<file path="src/inc/pdr_pkg.sv">
package pdr_pkg;

   // ***************************************************************
   // geometry
   // ***************************************************************
   localparam int NUM_GROUPS = 2;
   localparam int PINS_PER_GROUP = 32;
   localparam int ADDR_W = 8;
   localparam int GRP_SEL_BIT = 7;
   localparam int OFS_W = 7;
   localparam int DATA_W = 32;
   localparam int LANE_W = 8;
   localparam int NUM_LANES = 4;

   // ***************************************************************
   // register offsets within one group
   // ***************************************************************
   localparam logic [6:0] OFS_PIN_DIRECTION = 7'h00;
   localparam logic [6:0] OFS_PIN_DIRECTION_CLEAR = 7'h04;
   localparam logic [6:0] OFS_PIN_DIRECTION_SET = 7'h08;
   localparam logic [6:0] OFS_PIN_DIRECTION_TOGGLE = 7'h0C;
   localparam logic [ADDR_W-1:0] GROUP_STRIDE = 8'h80;

   localparam logic [31:0] PIN_DIRECTION_RESET = 32'h00000000;
   localparam logic [31:0] RDATA_IDLE = 32'h00000000;

   // ***************************************************************
   // direction-write operations
   // ***************************************************************
   typedef enum logic [3:0] {
      PDR_OP_WRITE = 4'h1,
      PDR_OP_CLEAR = 4'h2,
      PDR_OP_SET = 4'h4,
      PDR_OP_TOGGLE = 4'h8
   } pdr_op_t;

   typedef struct packed {
      logic valid;
      pdr_op_t op;
      logic [31:0] mask;
      logic [31:0] data;
   } pdr_wr_t;

endpackage

</file>
<file path="src/logic/pdr_group.sv">
`timescale 1ns/1ps
module pdr_group (
   // clock and reset
   input wire logic clk_i,
   input wire logic rst_i,
   // write request
   input wire pdr_pkg::pdr_wr_t wr_i,
   // state
   output logic [31:0] dir_o
);
   import pdr_pkg::*;

   logic [31:0] dir_q;
   logic [31:0] dir_d;

   always_comb begin
      dir_d = dir_q;
      if (wr_i.valid) begin
         unique case (wr_i.op)
            PDR_OP_WRITE: dir_d = (dir_q & ~wr_i.mask) | (wr_i.data & wr_i.mask);
            PDR_OP_CLEAR: dir_d = dir_q & ~(wr_i.data & wr_i.mask);
            PDR_OP_SET: dir_d = dir_q | (wr_i.data & wr_i.mask);
            PDR_OP_TOGGLE: dir_d = dir_q ^ (wr_i.data & wr_i.mask);
            default: dir_d = dir_q;
         endcase
      end
   end

   always_ff @(posedge clk_i) begin
      if (rst_i) begin
         dir_q <= PIN_DIRECTION_RESET;
      end else begin
         dir_q <= dir_d;
      end
   end

   assign dir_o = dir_q;
endmodule

</file>
<file path="src/logic/pdr_port.sv">
`timescale 1ns/1ps
module pdr_port (
   // clock and reset
   input wire logic clk_i,
   input wire logic rst_i,
   // wishbone slave
   input wire logic wb_cyc_i,
   input wire logic wb_stb_i,
   input wire logic wb_we_i,
   input wire logic [pdr_pkg::ADDR_W-1:0] wb_adr_i,
   input wire logic [3:0] wb_sel_i,
   input wire logic [31:0] wb_dat_i,
   output logic [31:0] wb_dat_o,
   output logic wb_ack_o,
   output logic wb_err_o,
   // protection
   input wire logic write_protect_i,
   // pin direction, 1 = output
   output logic [pdr_pkg::NUM_GROUPS*pdr_pkg::PINS_PER_GROUP-1:0] pin_output_enable_o
);
   import pdr_pkg::*;

   // ***************************************************************
   // decode
   // ***************************************************************
   logic req;
   logic [OFS_W-1:0] ofs;
   logic grp;
   logic hit;
   logic view_dir;
   logic view_clr;
   logic view_set;
   logic view_tgl;
   logic wr_ok;
   pdr_op_t op;
   logic [31:0] mask;
   logic [NUM_LANES-1:0] lane_en;
   logic [31:0] dir [NUM_GROUPS];
   logic [31:0] grp_rd [NUM_GROUPS];
   logic [NUM_GROUPS-1:0] grp_sel;
   logic [31:0] dir_rd;
   logic [31:0] rsel;
   pdr_wr_t wr [NUM_GROUPS];

   // one-hot bus answer states
   typedef enum logic [2:0] {
      PDR_BUS_IDLE = 3'h1,
      PDR_BUS_ACK = 3'h2,
      PDR_BUS_ERR = 3'h4
   } pdr_bus_st_t;

   pdr_bus_st_t state_q;
   pdr_bus_st_t state_d;
   logic [DATA_W-1:0] rdat_q;
   logic [DATA_W-1:0] rdat_d;

   // taken only from idle, so a strobe held over the answer is not served twice
   assign req = wb_cyc_i && wb_stb_i && (state_q == PDR_BUS_IDLE);
   assign ofs = wb_adr_i[OFS_W-1:0];
   assign grp = wb_adr_i[GRP_SEL_BIT];
   // protected writes still get their ack but change nothing
   assign wr_ok = req && hit && wb_we_i && !write_protect_i;

   // one select per view of the direction register
   assign view_dir = (ofs == OFS_PIN_DIRECTION);
   assign view_clr = (ofs == OFS_PIN_DIRECTION_CLEAR);
   assign view_set = (ofs == OFS_PIN_DIRECTION_SET);
   assign view_tgl = (ofs == OFS_PIN_DIRECTION_TOGGLE);
   // anything else in the group window is unmapped and answered with err
   assign hit = view_dir || view_clr || view_set || view_tgl;

   always_comb begin
      op = PDR_OP_WRITE;
      if (view_clr) begin
         op = PDR_OP_CLEAR;
      end else if (view_set) begin
         op = PDR_OP_SET;
      end else if (view_tgl) begin
         op = PDR_OP_TOGGLE;
      end
   end

   // ***************************************************************
   // byte lanes
   // ***************************************************************
   genvar l;
   generate
      for (l = 0; l < NUM_LANES; l++) begin : gen_lane
         assign lane_en[l] = wb_sel_i[l];
         // a write touches only the lanes that are selected
         assign mask[l*LANE_W +: LANE_W] = {LANE_W{lane_en[l]}};
         // unselected lanes read back as zero
         assign rsel[l*LANE_W +: LANE_W] = lane_en[l] ? dir_rd[l*LANE_W +: LANE_W]
            : {LANE_W{1'h0}};
      end
   endgenerate

   // ***************************************************************
   // read path
   // ***************************************************************
   // group selects are one-hot, so an or of the gated copies is the read mux
   always_comb begin
      dir_rd = {PINS_PER_GROUP{1'h0}};
      for (int i = 0; i < NUM_GROUPS; i++) begin
         dir_rd = dir_rd | grp_rd[i];
      end
   end

   // ***************************************************************
   // groups
   // ***************************************************************
   genvar g;
   generate
      for (g = 0; g < NUM_GROUPS; g++) begin : gen_grp
         // each group owns a full register copy, chosen by the group bit
         assign grp_sel[g] = (int'(grp) == g);
         always_comb begin
            wr[g].valid = wr_ok && grp_sel[g];
            wr[g].op = op;
            wr[g].mask = mask;
            wr[g].data = wb_dat_i;
         end
         pdr_group u_group (
            .clk_i(clk_i),
            .rst_i(rst_i),
            .wr_i(wr[g]),
            .dir_o(dir[g])
         );
         assign pin_output_enable_o[g*PINS_PER_GROUP +: PINS_PER_GROUP] = dir[g];
         assign grp_rd[g] = grp_sel[g] ? dir[g] : {PINS_PER_GROUP{1'h0}};
      end
   endgenerate

   // ***************************************************************
   // bus answer
   // ***************************************************************
   always_comb begin
      state_d = state_q;
      rdat_d = rdat_q;
      unique case (state_q)
         PDR_BUS_IDLE: begin
            if (req) begin
               state_d = hit ? PDR_BUS_ACK : PDR_BUS_ERR;
               // every view reads the direction state, unmapped reads return zero
               rdat_d = hit ? rsel : RDATA_IDLE;
            end
         end
         PDR_BUS_ACK: begin
            state_d = PDR_BUS_IDLE;
         end
         PDR_BUS_ERR: begin
            state_d = PDR_BUS_IDLE;
         end
         // an upset state code falls back to idle rather than hang the bus
         default: begin
            state_d = PDR_BUS_IDLE;
         end
      endcase
   end

   always_ff @(posedge clk_i) begin
      if (rst_i) begin
         state_q <= PDR_BUS_IDLE;
         rdat_q <= RDATA_IDLE;
      end else begin
         state_q <= state_d;
         rdat_q <= rdat_d;
      end
   end

   // ack and err are one-cycle pulses straight from the state flops
   assign wb_ack_o = (state_q == PDR_BUS_ACK);
   assign wb_err_o = (state_q == PDR_BUS_ERR);
   assign wb_dat_o = rdat_q;
endmodule

</file>
<file path="config.mk">
export PLATFORM = sky130hd
export DESIGN_NAME = pdr_port
export DESIGN_NICKNAME = d
export VERILOG_FILES = /design/src/inc/pdr_pkg.sv /design/src/logic/pdr_group.sv /design/src/logic/pdr_port.sv
export SDC_FILE = /design/constraint.sdc
export NUM_CORES = 1
export LEC_CHECK = 0
export ABC_AREA = 1
export BUFFER_PORTS_ARGS = -buffer_cell sky130_fd_sc_hd__buf_4
export CAP_MARGIN = 20
export CORE_MARGIN = 8
export CORE_UTILIZATION = 50
export DETAILED_ROUTE_END_ITERATION = 8
export GPL_TIMING_DRIVEN = 0
export PLACE_DENSITY_LB_ADDON = 0.25
export SYNTH_ARGS = -nofsm -noshare
export SYNTH_HDL_FRONTEND = slang
export SYNTH_SLANG_ARGS = --single-unit
export TNS_END_PERCENT = 100
</file>
<file path="constraint.sdc">
create_clock -name clk_i -period 2.28 [get_ports clk_i]
set_clock_uncertainty 0.05 [all_clocks]
set_input_delay 0.456 -clock clk_i [delete_from_list [all_inputs] [get_ports clk_i]]
set_output_delay 0.456 -clock clk_i [all_outputs]
set_load 0.005 [all_outputs]
</file>
==> results.sh <==
export IMPL_status="completed"
export IMPL_syn_to_final_growth_pct=20.0
export IMPL_slew_violations=0
export IMPL_synth_main_ff_cell="dfxtp_1"
export IMPL_post_route_min_period_ns=2.01
export IMPL_synthSimpleGateAreaFrac=0.503
export IMPL_ir_worst_vdd_mv=0.355
export IMPL_gp_congestion=0.950
export IMPL_syn_area_per_cell_um2=5.97
export IMPL_cts_max_level=3
export IMPL_antenna_found_initial=0
export IMPL_via_count=10100
export IMPL_synth_fa_ha_area_frac=0.0966
export IMPL_worst_slew_pin_slew_ns=0.718
export IMPL_total_power_mw=3.91
export IMPL_swShare=0.299
export IMPL_rsz0062_at_grt="no"
export IMPL_worst_setup_path_type="in2reg"
export IMPL_cell_internal_pwr_mw=2.74
export IMPL_drc=0
export IMPL_required_ns=2.53
export IMPL_slew_headroom=0.521
export IMPL_start_util=0.505
export IMPL_clock_power_share=0.415
export IMPL_clockBufferDepth=2
export IMPL_cts_tree="done"
export IMPL_start_kind="input pin"
export IMPL_core_mm2=0.0164
export IMPL_setup_viol=0
export IMPL_combPwrFrac=0.142
export IMPL_post_cts_setup_buffers=0
export IMPL_drt_iter0_markers=1233
export IMPL_muxShareOfSynthArea=0
export IMPL_final_antenna_net_count=0
export IMPL_die_h_um=145
export IMPL_ios=148
export IMPL_grt_pass1_wl_um=48000
export IMPL_hp_class="reg2reg"
export IMPL_power_switching_mw=1.17
export IMPL_drive_above_1_share=0.135
export IMPL_async_reset_ff_frac=0
export IMPL_fin_ws_ns=0.272
export IMPL_fmax_mhz=498
export IMPL_final_nets=1659
export IMPL_clock_latency_ns=0.36
export IMPL_power_leakage_nw=4.92
export IMPL_n_antenna_cell=0
export IMPL_hpwl_um=22900
export IMPL_synth_top_family_by_area="simple AND/OR/NAND/NOR gates"
export IMPL_wl_per_cell_um=17.7
export IMPL_hold_viol_final=0
export IMPL_portBuffers=145
export IMPL_grt_pass1_vias=9194
export IMPL_synth_edf_count=0
export IMPL_die_area_mm2=0.0210
export IMPL_numCtsBuffers=9
export IMPL_holdBufCountCts=0
export IMPL_num_rows=47
export IMPL_viasPerCell=5.68
export IMPL_clock_sinks=99
export IMPL_routed_wl_um=31300
export IMPL_synthCells=1389
export IMPL_clkTransAtPathRegs_ns=0.07
export IMPL_synth_seq_cells=99
export IMPL_die_x_um=145
export IMPL_root_buffer="clkbuf_16"
export IMPL_synth_cell_types=22
export IMPL_pre_cts_slack_ns=-0.0484
export IMPL_pwr_share_seq=0.443
export IMPL_seq_area_frac_synth=0.239
export IMPL_grtUsageTotal=0.294
export IMPL_period_share=0.881
export IMPL_syn_nets=1503
export IMPL_overflow=0
export IMPL_synth_xor_area_frac=0
export IMPL_layout_commonest_cell="nand2_1"
export IMPL_yosysWarningCount=0
export IMPL_syn_area_mm2=0.00829
export IMPL_ctsResizeCount=0
export IMPL_final_cell_mix="nand2_1, nor2_1, nand3_1"
export IMPL_dr_pass1_iters=6
export IMPL_maxCapViolCount=0
export IMPL_grt_max_degree=17
export IMPL_end_kind="flip-flop"
export IMPL_synth_compound_area_frac=0.0422
export IMPL_power_density_mw_per_mm2=393
export IMPL_cp_arrival_ns=2.26
export IMPL_worstPathMaxFanout=10
[worst max-delay path, cell delays in order]
cell	delay [ns]
buf_4	0.10
inv_1	0.05
nand2_2	0.13
nor2_2	0.46
clkbuf_1	0.61
nand3_1	0.15
nand4_1	0.15
nor2_1	0.06
nor2_1	0.09
[path summary, 6_finish.rpt]
path,start,endpoint,slack [ns],depth (start not counted)
worst min register to register,wb_dat_o[11]$_SDFFE_PP0P_,wb_dat_o[11]$_SDFFE_PP0P_,0.42,2
worst min-delay path,wb_dat_o[11]$_SDFFE_PP0P_,wb_dat_o[11]$_SDFFE_PP0P_,0.42,2
worst max-delay path,wb_adr_i[0],gen_grp[0].u_group.dir_o[14]$_SDFFE_PP0P_,0.27,9
worst max register to register,state_q[1]$_SDFFE_PP0P_,gen_grp[1].u_group.dir_o[15]$_SDFFE_PP0P_,0.28,10
[metal layers]
metal,wire length [um],global-route usage
met1,12600,0.376
met2,14100,0.466
met3,3450,0.0502
met4,1170,0.153
met5,0,0
[flip-flops by register name, summed over array words and instances (netlist names)]
register / cells
state_q: 3
gen_grp.u_group.dir_o: 64
wb_dat_o: 32
[cell type report]
class                      count  area, um^2
clock buffer                  12         267
buffer                       106         463
multi-input combinational   1044        5320
timing repair buffer         145        1090
clock inverter                 4        31.3
sequential                    99        1980
tap                          220         275
inverter                     140         526
fill                        1652        6450
[stage by stage]
step	utilization	instance area (um^2)	cells	hold WS, ns	TNS [ns]
finish	0.607	9950	1770	0.416	0
detailed placement	0.589	9660	1754	0.406	-0.116
global placement	0.589	9660	1754	0.404	-0.105
global route	0.607	9950	1770	0.435	0
CTS	0.607	9950	1770	0.417	0
floorplan	-	8290	1389	0.411	0
[logic make-up (layout without fill, tap and decap cells)]
| logic type | Yosys count | after routing |
|---|---|---|
| AOI/OAI and AO/OA | 66 | 66 |
| adders and majority gates | 64 | 64 |
| buffers and inverters | 246 | 407 |
| DFF | 99 | 99 |
| and+or+nand+nor | 914 | 914 |
[cells in the mapped netlist, types with 8 or more instances]
cell      count  area share
nor2_1      196       0.089
nand3_1     191        0.12
buf_2        31       0.019
nand3b_1     63       0.057
nand4_1      87       0.066
o21ai_0      25       0.015
inv_1       137       0.062
dfxtp_1      99        0.24
ha_1         64       0.097
o211ai_1      8      0.0072
clkbuf_1     68       0.031
nand2_1     365        0.17
a21oi_1      33       0.020
[power groups by stage]
stage / Sequential [mW] / Clock, mW / Combinational [mW]
final: 1.73 / 1.62 / 0.555
after global routing: 1.73 / 1.68 / 0.600
after CTS: 1.73 / 1.61 / 0.537
after detailed placement: 1.77 / 0 / 0.535
after global placement: 1.77 / 0 / 0.525
after floorplan: 1.77 / 0 / 0.317
Note: power is estimated with default switching activity, not from simulation.
